===== src/sleep_ctl_pkg.sv =====
// Constants and types shared by the sleep entry and wake control block.
// Assumes a single 200 MHz system clock domain.
package sleep_ctl_pkg;
	localparam int PORT_COUNT = 4;
	localparam logic POWERDOWN_RESET = 1'b1;
	localparam logic TIMEOUT_RESET = 1'b1;
	localparam logic IDLE_SELECT_SLEEP = 1'b0;
	localparam logic IDLE_SELECT_IDLE = 1'b1;
	localparam int SYNC_STAGES = 3;

	typedef enum logic [1:0] {
		RUN_ST   = 2'b00,
		SLEEP_ST = 2'b01,
		IDLE_ST  = 2'b10
	} power_state_t;
endpackage


===== src/pin_sync.sv =====
// Three-stage synchroniser with agreement filter for asynchronous inputs.
// Assumes the input is asynchronous to mclk; output changes once stages two and three agree.
`timescale 1ns/1ps
`default_nettype none
module pin_sync
	import sleep_ctl_pkg::*;
(
	// Clock and reset
	input  wire logic mclk,
	input  wire logic rst_n,
	// Pin and filtered level
	input  wire logic pinIn,
	output logic      pinOut
);
	logic [SYNC_STAGES-1:0] stage_r;
	logic [SYNC_STAGES-1:0] stage_nxt;
	logic                   out_r;
	logic                   out_nxt;

	always_comb begin
		stage_nxt = {stage_r[SYNC_STAGES-2:0], pinIn};
		out_nxt = out_r;
		if (stage_r[SYNC_STAGES-2] == stage_r[SYNC_STAGES-1]) begin
			out_nxt = stage_r[SYNC_STAGES-1];
		end
	end

	always_ff @(posedge mclk or negedge rst_n) begin
		if (!rst_n) begin
			stage_r <= '0;
			out_r <= 1'b0;
		end else begin
			stage_r <= stage_nxt;
			out_r <= out_nxt;
		end
	end

	assign pinOut = out_r;
endmodule
`default_nettype wire


===== src/sleep_entry_wake_control.sv =====
// Sleep and Idle entry and wake-up controller for a small microcontroller core.
// Assumes CPU, interrupt and peripheral signals are on mclk; reset-source pins are asynchronous.
// Behaviour
// - Sleep instruction enters Sleep when idle_select is 0, Idle when 1.
// - Sleep leaves reset sources alone; watchdog cleared, keeps counting if enabled and watchdogSleepRun is set.
// - Entering Sleep clears the powerdown flag.
// - Entering Sleep sets the timeout flag.
// - In Sleep the CPU clock and system clock are gated off.
// - Each oscillator keeps running in Sleep if requested or force-enabled.
// - Converter on dedicated RC clock unaffected; otherwise aborted and off, enable kept.
// - In Sleep ports hold drive state unless a connected peripheral is active.
// - Wake on reset pin, brown-out, power-on, watchdog or peripheral interrupt.
// - Pin, brown-out and power-on wake reset; watchdog and interrupt continue execution.
// - Every wake from Sleep clears the watchdog.
// - Enabled and flagged interrupts affect sleep even with global enable clear.
// - Interrupt pending before sleep makes it a no-op; flags and watchdog untouched.
// - Interrupt during sleep completes entry then wakes immediately with all updates.
`timescale 1ns/1ps
`default_nettype none
module sleep_entry_wake_control
	import sleep_ctl_pkg::*;
(
	// Clock and reset
	input  wire logic                  mclk,
	input  wire logic                  rst_n,
	// CPU core
	input  wire logic                  sleepExec,
	input  wire logic                  idleSelect,
	input  wire logic                  flagClear,
	output logic                       cpuClkEn,
	output logic                       sysClkEn,
	output logic                       cpuHalted,
	output logic                       powerdownFlag,
	output logic                       timeoutFlag,
	// Interrupts
	input  wire logic                  intPendingRaw,
	input  wire logic                  globalInterruptEnable,
	output logic                       wakeInterrupt,
	// Reset sources (asynchronous pins)
	input  wire logic                  externalResetPin,
	input  wire logic                  externalResetEnable,
	input  wire logic                  brownoutReset,
	input  wire logic                  brownoutEnable,
	input  wire logic                  powerOnReset,
	output logic                       deviceResetReq,
	// Watchdog
	input  wire logic                  watchdogEvent,
	input  wire logic                  watchdogEnable,
	input  wire logic                  watchdogSleepRun,
	output logic                       watchdogClear,
	output logic                       watchdogRun,
	// Oscillators
	input  wire logic                  lowFreqRequest,
	input  wire logic                  highFreqRequest,
	input  wire logic                  secondaryRequest,
	input  wire logic                  lowFreqForceEnable,
	input  wire logic                  highFreqForceEnable,
	input  wire logic                  secondaryForceEnable,
	output logic                       lowFreqOscEn,
	output logic                       highFreqOscEn,
	output logic                       secondaryOscEn,
	// Converter
	input  wire logic                  converterOn,
	input  wire logic                  converterDedicatedRcClock,
	output logic                       converterAbort,
	output logic                       converterPowerEn,
	// I/O ports
	input  wire logic [PORT_COUNT-1:0] portPeriphActive,
	output logic [PORT_COUNT-1:0]      portHold
);
	logic         extPinS;
	logic         brownS;
	logic         porS;
	logic         resetWake;
	logic         dogWake;
	logic         irqSleepCapable;
	logic         asleep;
	power_state_t state_r;
	power_state_t state_nxt;
	logic         pwrDown_r;
	logic         pwrDown_nxt;
	logic         timeOut_r;
	logic         timeOut_nxt;
	logic         dogClr_r;
	logic         dogClr_nxt;
	logic         wake_r;
	logic         wake_nxt;
	logic         rst_r;
	logic         rst_nxt;

	// Reset sources are asynchronous pins, so each is filtered before use.
	// The price is four to five cycles of extra latency on a reset-type wake.
	pin_sync uExtSync (
		.mclk  (mclk),
		.rst_n (rst_n),
		.pinIn (externalResetPin),
		.pinOut(extPinS)
	);
	pin_sync uBrownSync (
		.mclk  (mclk),
		.rst_n (rst_n),
		.pinIn (brownoutReset),
		.pinOut(brownS)
	);
	pin_sync uPorSync (
		.mclk  (mclk),
		.rst_n (rst_n),
		.pinIn (powerOnReset),
		.pinOut(porS)
	);

	// The interrupt term ignores the global enable on purpose.
	assign irqSleepCapable = intPendingRaw;
	assign resetWake = (extPinS && externalResetEnable) || (brownS && brownoutEnable) || porS;
	assign dogWake = watchdogEvent && watchdogEnable;
	// Idle is deliberately not asleep: ports, oscillators and converter carry on as in Run.
	assign asleep = (state_r == SLEEP_ST);

	always_comb begin
		state_nxt = state_r;
		pwrDown_nxt = pwrDown_r;
		timeOut_nxt = timeOut_r;
		dogClr_nxt = 1'b0;
		wake_nxt = 1'b0;
		rst_nxt = 1'b0;
		if (flagClear) begin
			pwrDown_nxt = POWERDOWN_RESET;
			timeOut_nxt = TIMEOUT_RESET;
		end
		// The case below is decoded after the clear, so an event in the same cycle wins.
		case (state_r)
			RUN_ST: begin
				if (sleepExec && !irqSleepCapable) begin
					// Pending interrupt turns sleep into a no-op.
					dogClr_nxt = 1'b1;
					pwrDown_nxt = 1'b0;
					timeOut_nxt = 1'b1;
					if (idleSelect == IDLE_SELECT_IDLE) begin
						state_nxt = IDLE_ST;
					end else begin
						state_nxt = SLEEP_ST;
					end
				end
			end
			SLEEP_ST, IDLE_ST: begin
				// Interrupt arriving during entry is seen here and wakes at once.
				if (resetWake) begin
					state_nxt = RUN_ST;
					rst_nxt = 1'b1;
					dogClr_nxt = 1'b1;
				end else if (irqSleepCapable || dogWake) begin
					state_nxt = RUN_ST;
					wake_nxt = 1'b1;
					dogClr_nxt = 1'b1;
					if (dogWake) begin
						// A watchdog wake is a time-out, which the timeout flag reports as 0.
						timeOut_nxt = 1'b0;
					end
				end
			end
			default: begin
				state_nxt = RUN_ST;
			end
		endcase
	end

	always_ff @(posedge mclk or negedge rst_n) begin
		if (!rst_n) begin
			state_r <= RUN_ST;
			pwrDown_r <= POWERDOWN_RESET;
			timeOut_r <= TIMEOUT_RESET;
			dogClr_r <= 1'b0;
			wake_r <= 1'b0;
			rst_r <= 1'b0;
		end else begin
			state_r <= state_nxt;
			pwrDown_r <= pwrDown_nxt;
			timeOut_r <= timeOut_nxt;
			dogClr_r <= dogClr_nxt;
			wake_r <= wake_nxt;
			rst_r <= rst_nxt;
		end
	end

	// Clock gating is combinational from state so the cycle of entry already stops the core.
	assign cpuClkEn = (state_r == RUN_ST);
	assign sysClkEn = !asleep;
	assign cpuHalted = (state_r != RUN_ST);
	assign powerdownFlag = pwrDown_r;
	assign timeoutFlag = timeOut_r;
	assign wakeInterrupt = wake_r;
	assign deviceResetReq = rst_r;
	assign watchdogClear = dogClr_r;
	// A watchdog not allowed to run in Sleep only stalls; every wake clears it anyway.
	assign watchdogRun = watchdogEnable && (!asleep || watchdogSleepRun);

	assign lowFreqOscEn = !asleep || lowFreqRequest || lowFreqForceEnable;
	assign highFreqOscEn = !asleep || highFreqRequest || highFreqForceEnable;
	assign secondaryOscEn = !asleep || secondaryRequest || secondaryForceEnable;

	// The converter-on bit itself is not touched; only its power is withdrawn.
	assign converterAbort = asleep && converterOn && !converterDedicatedRcClock;
	assign converterPowerEn = converterOn && (!asleep || converterDedicatedRcClock);

	genvar gi;
	generate
		for (gi = 0; gi < PORT_COUNT; gi++) begin : gPort
			assign portHold[gi] = asleep && !portPeriphActive[gi];
		end
	endgenerate

	AST_ENTRY_FLAGS: assert property (@(posedge mclk) disable iff (!rst_n)
		(state_r == RUN_ST && sleepExec && !intPendingRaw)
		|=> (!powerdownFlag && timeoutFlag && watchdogClear))
		else $error("Sleep entry did not update flags");
	AST_SLEEP_SELECT: assert property (@(posedge mclk) disable iff (!rst_n)
		(state_r == RUN_ST && sleepExec && !intPendingRaw && !idleSelect)
		|=> (state_r == SLEEP_ST))
		else $error("Sleep not entered");
	AST_IDLE_SELECT: assert property (@(posedge mclk) disable iff (!rst_n)
		(state_r == RUN_ST && sleepExec && !intPendingRaw && idleSelect)
		|=> (state_r == IDLE_ST && sysClkEn && !cpuClkEn))
		else $error("Idle not entered");
	AST_NOP_SLEEP: assert property (@(posedge mclk) disable iff (!rst_n)
		(state_r == RUN_ST && sleepExec && intPendingRaw && !flagClear)
		|=> (state_r == RUN_ST && !watchdogClear
			&& $stable(powerdownFlag) && $stable(timeoutFlag)))
		else $error("Pending interrupt did not make sleep a no-op");
	AST_CLOCKS_OFF: assert property (@(posedge mclk) disable iff (!rst_n)
		asleep |-> (!cpuClkEn && !sysClkEn))
		else $error("Clocks running in Sleep");
	AST_IRQ_WAKE: assert property (@(posedge mclk) disable iff (!rst_n)
		(state_r != RUN_ST && intPendingRaw && !resetWake)
		|=> (state_r == RUN_ST && wakeInterrupt && watchdogClear))
		else $error("Interrupt wake failed");
	AST_RESET_WAKE: assert property (@(posedge mclk) disable iff (!rst_n)
		(state_r != RUN_ST && resetWake) |=> (deviceResetReq && !wakeInterrupt))
		else $error("Reset wake did not request reset");
	AST_PORT_HOLD: assert property (@(posedge mclk) disable iff (!rst_n)
		(asleep && !portPeriphActive[0]) |-> portHold[0])
		else $error("Port not held in Sleep");
	AST_CONV_ABORT: assert property (@(posedge mclk) disable iff (!rst_n)
		(asleep && converterDedicatedRcClock) |-> (converterPowerEn == converterOn))
		else $error("RC-clocked converter affected by Sleep");

	// Reset-type wakes must also leave the watchdog cleared and the core running.
	AST_RESET_WAKE_CLR: assert property (@(posedge mclk) disable iff (!rst_n)
		(state_r != RUN_ST && resetWake) |=> (watchdogClear && state_r == RUN_ST))
		else $error("Reset wake left watchdog uncleared");
	AST_DOG_WAKE: assert property (@(posedge mclk) disable iff (!rst_n)
		(state_r != RUN_ST && dogWake && !resetWake)
		|=> (wakeInterrupt && watchdogClear && !deviceResetReq && !timeoutFlag))
		else $error("Watchdog wake failed");
	AST_STAY_ASLEEP: assert property (@(posedge mclk) disable iff (!rst_n)
		(asleep && !resetWake && !dogWake && !intPendingRaw) |=> asleep)
		else $error("Left Sleep without a wake event");
	AST_GIE_IGNORED: assert property (@(posedge mclk) disable iff (!rst_n)
		(state_r != RUN_ST && intPendingRaw && !globalInterruptEnable && !resetWake)
		|=> wakeInterrupt)
		else $error("Interrupt with global enable clear did not wake");

	// Watchdog, oscillators and Idle: what keeps running while the core is halted.
	AST_DOG_SLEEP_STOP: assert property (@(posedge mclk) disable iff (!rst_n)
		(asleep && !watchdogSleepRun) |-> !watchdogRun)
		else $error("Watchdog ran in Sleep without permission");
	AST_OSC_RUN: assert property (@(posedge mclk) disable iff (!rst_n)
		!asleep |-> (lowFreqOscEn && highFreqOscEn && secondaryOscEn))
		else $error("Oscillator stopped outside Sleep");
	AST_OSC_FORCE: assert property (@(posedge mclk) disable iff (!rst_n)
		(asleep && lowFreqForceEnable && highFreqForceEnable && secondaryForceEnable)
		|-> (lowFreqOscEn && highFreqOscEn && secondaryOscEn))
		else $error("Force-enabled oscillator stopped in Sleep");
	AST_IDLE_KEEP: assert property (@(posedge mclk) disable iff (!rst_n)
		(state_r == IDLE_ST) |-> (sysClkEn && cpuHalted && !portHold[0]))
		else $error("Idle stopped the system clock");

	// Converter in Sleep outside the dedicated RC case; ports and abort outside Sleep.
	AST_CONV_OFF: assert property (@(posedge mclk) disable iff (!rst_n)
		(asleep && !converterDedicatedRcClock) |-> !converterPowerEn)
		else $error("Converter kept power in Sleep");
	AST_RUN_NO_HOLD: assert property (@(posedge mclk) disable iff (!rst_n)
		!asleep |-> (portHold == '0 && !converterAbort))
		else $error("Port held outside Sleep");

	COV_SLEEP: cover property (@(posedge mclk) disable iff (!rst_n)
		state_r == RUN_ST ##1 state_r == SLEEP_ST ##[1:20] wakeInterrupt);
	COV_IDLE: cover property (@(posedge mclk) disable iff (!rst_n)
		state_r == IDLE_ST ##[1:20] state_r == RUN_ST);
	COV_NOP: cover property (@(posedge mclk) disable iff (!rst_n)
		state_r == RUN_ST && sleepExec && intPendingRaw);
	COV_RESET: cover property (@(posedge mclk) disable iff (!rst_n) deviceResetReq);
	COV_DOG_WAKE: cover property (@(posedge mclk) disable iff (!rst_n)
		state_r == SLEEP_ST && dogWake ##1 wakeInterrupt);
endmodule
`default_nettype wire


===== config.mk =====
export PLATFORM = sky130hd
export DESIGN_NAME = sleep_entry_wake_control
export DESIGN_NICKNAME = d
export VERILOG_FILES = /design/src/sleep_ctl_pkg.sv /design/src/pin_sync.sv /design/src/sleep_entry_wake_control.sv
export SDC_FILE = /design/constraint.sdc
export NUM_CORES = 1
export LEC_CHECK = 0
export ABC_AREA = 1
export BUFFER_PORTS_ARGS = -buffer_cell sky130_fd_sc_hd__buf_2
export CORE_UTILIZATION = 42
export CTS_CLUSTER_DIAMETER = 30
export DETAILED_ROUTE_END_ITERATION = 8
export PLACE_DENSITY_LB_ADDON = 0.3
export SLEW_MARGIN = 20
export SYNTH_ARGS = -nofsm -noshare
export SYNTH_HDL_FRONTEND = slang
export SYNTH_SLANG_ARGS = --single-unit

===== constraint.sdc =====
create_clock -name mclk -period 1.6 [get_ports mclk]
set_input_delay 0.32 -clock mclk [delete_from_list [all_inputs] [get_ports mclk]]
set_output_delay 0.32 -clock mclk [all_outputs]
set_load 0.005 [all_outputs]

==> metrics list <==
* Result of the run: finished clean
* Final Power: 1.31 mW
- First-iteration detailed-routing DRC count: 3
* Largest area contributor in the synthesized netlist: sky130_fd_sc_hd__dfrtp_1
- Relative to the synthesized area, the layout overhead comes to 41.3%.
- Hold Crit Depth: 1
* Cells along the critical path: inv_2 -> ha_4 -> inv_4 -> o21a_1 -> buf_2
- Final setup skew: 0.00370 ns
* Overflow left after global routing: 0
- The tightest min-delay check is of the in -> reg type.
- At the end of routability-driven placement, the weighted congestion stood at 0.727.
- Chip height: 45.6 um
* Design area: 1130 um^2
- Site row count: 15
* Standard cell with the maximum stage delay on the critical path: sky130_fd_sc_hd__dfrtp_1
- Number of vias per cell after detailed routing: 4.41
* Setup Crit Path Kind: reg -> out
- Final ANT Viol Nets: 0
- Worst reg2reg path endpoint: state_r[1]$_DFFE_PN0P_
- Cell types with the largest area share after synthesis: sky130_fd_sc_hd__dfrtp_1 53%, sky130_fd_sc_hd__nand2_1 8.5%, sky130_fd_sc_hd__dfstp_2 6.6%, sky130_fd_sc_hd__nor2_1 5.7%, sky130_fd_sc_hd__ha_1 4.7%
* Diodes inserted: 0
- By count the netlist is led by 18 x sky130_fd_sc_hd__nand2_1, 17 x sky130_fd_sc_hd__dfrtp_1, 12 x sky130_fd_sc_hd__nor2_1.
- Area occupied by registers: 478 um^2
- Once the floorplan was initialized, standard cells occupied 45.7% of the core.
* Multi-input gate area in the final layout: 287 um^2
* Maximum number of pins on one net before global-route repair: 20
- In this run the worst setup path terminates at watchdogRun.
- Transition at the pin with the smallest max-transition slack: 0.383 ns
- CTS tree: yes
* Number of input and output port buffers inserted: 43
- Total Wirelength: 1.46 mm
- Setup violations remaining at the end of the flow were counted as 0.
- In this run the number of H-tree levels came out at 1.
- Power per standard cell area: 1170 nW/um^2
* CTS sink cnt: 19
- Number of nets in the final layout: 166
- Sequential cells were found to cover 60.0% of the synthesized design area.
* Global-route wire length before repair: 2.17 mm
* TritonCTS buffer count: 3
* CP startpoint kind: flop
* Instance area at placement: 1040 um^2
- The Yosys step of the flow raised 0 warnings.
- Net count of the mapped netlist: 113
- Initial antenna violation count: 0
* Reported max-cap violation count: 0
- Via count of the first global-routing pass: 536
* Count of placed standard cells in the final layout, fillers left out: 160
* Die area: 2080 um^2
- The worst register-to-register path has a setup slack of 0.30 ns.
- Clock tree root buffer cell: sky130_fd_sc_hd__clkbuf_4
- Routed via count: 706
* Data arrival, critical path: 1.25 ns
- Worst slew margin relative to its limit: 74.5%
- Post-layout util: 64.5%
* Count of cell types in the netlist: 16
- In this run the critical register-to-register path is launched from state_r[0]$_DFFE_PN0P_.
- 45 I/O pins were placed.
* Number of max-slew violations in the final report: 0
- Share of Yosys cell area claimed by the top area cell type: 53.4%
- Tot GR Track Use: 15.6%
* Top achievable clock speed: 636 MHz
- The worst register-to-register path has a depth of 7.
- The cell count after synthesis came out at 83.
- Filler Cell Count: 164
- Detailed Place HPWL: 1.14 mm
* Data required time at the worst endpoint: 1.28 ns
* Critical path's largest stage delay: 0.41 ns
* Final worst-path cycle share: 98.3%
- Summed over all cells, the static leakage comes to 0.627 nW.
- Yosys mapped a number of flops with a built-in enable equal to 0.
- Measured along the x axis, the die boundary spans 45.6 um.
- Post-layout min period: 1.57 ns
* Share of layout cells above drive strength 1: 48.1%
- Total of flip-flops plus latches after synthesis: 19
- In this run the worst path has a maximum fanout of 8.
- In the routed design, unresolved DRC markers number 0.
* Mean cell area of the mapped netlist: 9.60 um^2
* Synth Cell Area: 797 um^2
* Hold Fails Final Rpt: 0
- Fraction of registers with async set or reset after synthesis: 100%
- Clock edge transition at the registers on the reported setup and hold paths: 0.10 ns
* Sort of element at the end of the critical path: output pin
- Dominant synthesized flop cell: sky130_fd_sc_hd__dfrtp_1
- Count of placed standard cells including taps: 151
* Core box area: 1750 um^2
* Library cell with the highest instance count after synthesis: sky130_fd_sc_hd__nand2_1
* Drt pass-1 iters: 3
* Clock Path Buffers: 2
* Largest voltage drop on the vdd net: 767 uV
- Average routed wire per standard cell: 9.14 um
- The most critical setup path has its startpoint at state_r[1]$_DFFE_PN0P_.
- Setup repair after global routing could not meet its margin everywhere.
- Clock latency on the worst-skew pair, taken at its later pin, is 0.30 ns.
## sequential cells by signal (all words and copies together) (netlist names), 2 cells and up
register,flops
uBrownSync.stage_r,3
uPorSync.stage_r,3
state_r,2
uExtSync.stage_r,3
## per-layer routing
metal	up-vias	wire (um)	track usage, %
met2	28	699	25.1
li1	358	-	-
met4	0	35	10.9
met5	-	0	0
met3	4	105	3.57
met1	316	624	18.4
## final cells by class
type / instances / area share [%]
Clock buffer: 3 / 2.00
Clock inverter: 1 / 0.444
Inverter: 12 / 4.22
Multi-Input combinational cell: 52 / 25.4
Sequential cell: 19 / 42.4
Tap cell: 25 / 2.78
Timing Repair Buffer: 48 / 22.7
## worst min-delay path by stage
stage / start / endpoint
after floorplan: rst_n / deviceResetReq$_DFF_PN0_
after global placement: rst_n / uBrownSync.stage_r[0]$_DFF_PN0_
after detailed placement: rst_n / uBrownSync.stage_r[2]$_DFF_PN0_
after CTS: powerOnReset / uPorSync.stage_r[0]$_DFF_PN0_
after global routing: brownoutReset / uBrownSync.stage_r[0]$_DFF_PN0_
final: powerOnReset / uPorSync.stage_r[0]$_DFF_PN0_
## through the flow
stage	hold slack (ns)	setup TNS (ns)	worst slack, ns
finish	0.120	0	0.0264
CTS	0.114	0	0.00452
global route	0.105	-0.0295	-0.0222
global placement	0.262	0	0.242
detailed placement	0.265	0	0.230
floorplan	0.0244	0	0.381
## cells by family after synthesis
logic type / after synthesis / synth area share, %
buffers and inverters: 12 / 5.65
DFF: 19 / 60.0
AOI/OAI and AO/OA: 3 / 2.20
and+or+nand+nor: 43 / 23.7
adders and majority gates: 6 / 8.48
## repair_timing
action	in CTS	in global routing
gates resized for setup	3	1
endpoints found under the setup margin	7	5
hold buffers	1	0
buffers inserted	2	2
endpoints found under the hold margin	17	0
## layout by cell type, fill, tap and decap left out
cell type                       Yosys  layout
sky130_fd_sc_hd__nor2_2             4       4
sky130_fd_sc_hd__buf_2              0      43
sky130_fd_sc_hd__nand3b_1           1       1
sky130_fd_sc_hd__inv_2              3       3
sky130_fd_sc_hd__inv_1              9       8
sky130_fd_sc_hd__o21ai_1            1       1
sky130_fd_sc_hd__clkbuf_4           0       3
sky130_fd_sc_hd__maj3_1             3       3
sky130_fd_sc_hd__nand3_1            4       4
sky130_fd_sc_hd__buf_4              0       4
sky130_fd_sc_hd__o21a_1             1       1
sky130_fd_sc_hd__ha_4               0       1
sky130_fd_sc_hd__ha_1               3       2
sky130_fd_sc_hd__o21ai_0            1       1
sky130_fd_sc_hd__inv_4              0       1
sky130_fd_sc_hd__dfstp_2            2       2
sky130_fd_sc_hd__nor2_1            12      12
sky130_fd_sc_hd__clkinv_2           0       1
sky130_fd_sc_hd__nand2_1           18      18
sky130_fd_sc_hd__nor3_1             1       1
sky130_fd_sc_hd__dlygate4sd3_1      0       1
sky130_fd_sc_hd__dfrtp_1           17      17
sky130_fd_sc_hd__nand2_2            3       3
## worst max-delay path: cells and delay by family, from the launching register on
| family | cells | cell delay [ns] |
|---|---|---|
| flip-flops | 1 | 0.41 |
| buffers and inverters | 3 | 0.25 |
| adder cells (fa/ha/maj) | 1 | 0.15 |
| AO/OA/AOI/OAI | 1 | 0.15 |
## report_power, final
group / switching, mW / leakage, nW / internal [mW] / total [mW]
sequential: 0.0374 / 0.226 / 0.566 / 0.604
clock: 0.144 / 0.0177 / 0.0931 / 0.237
combinational: 0.244 / 0.383 / 0.227 / 0.471
Note: power is estimated with default switching activity, not from simulation.
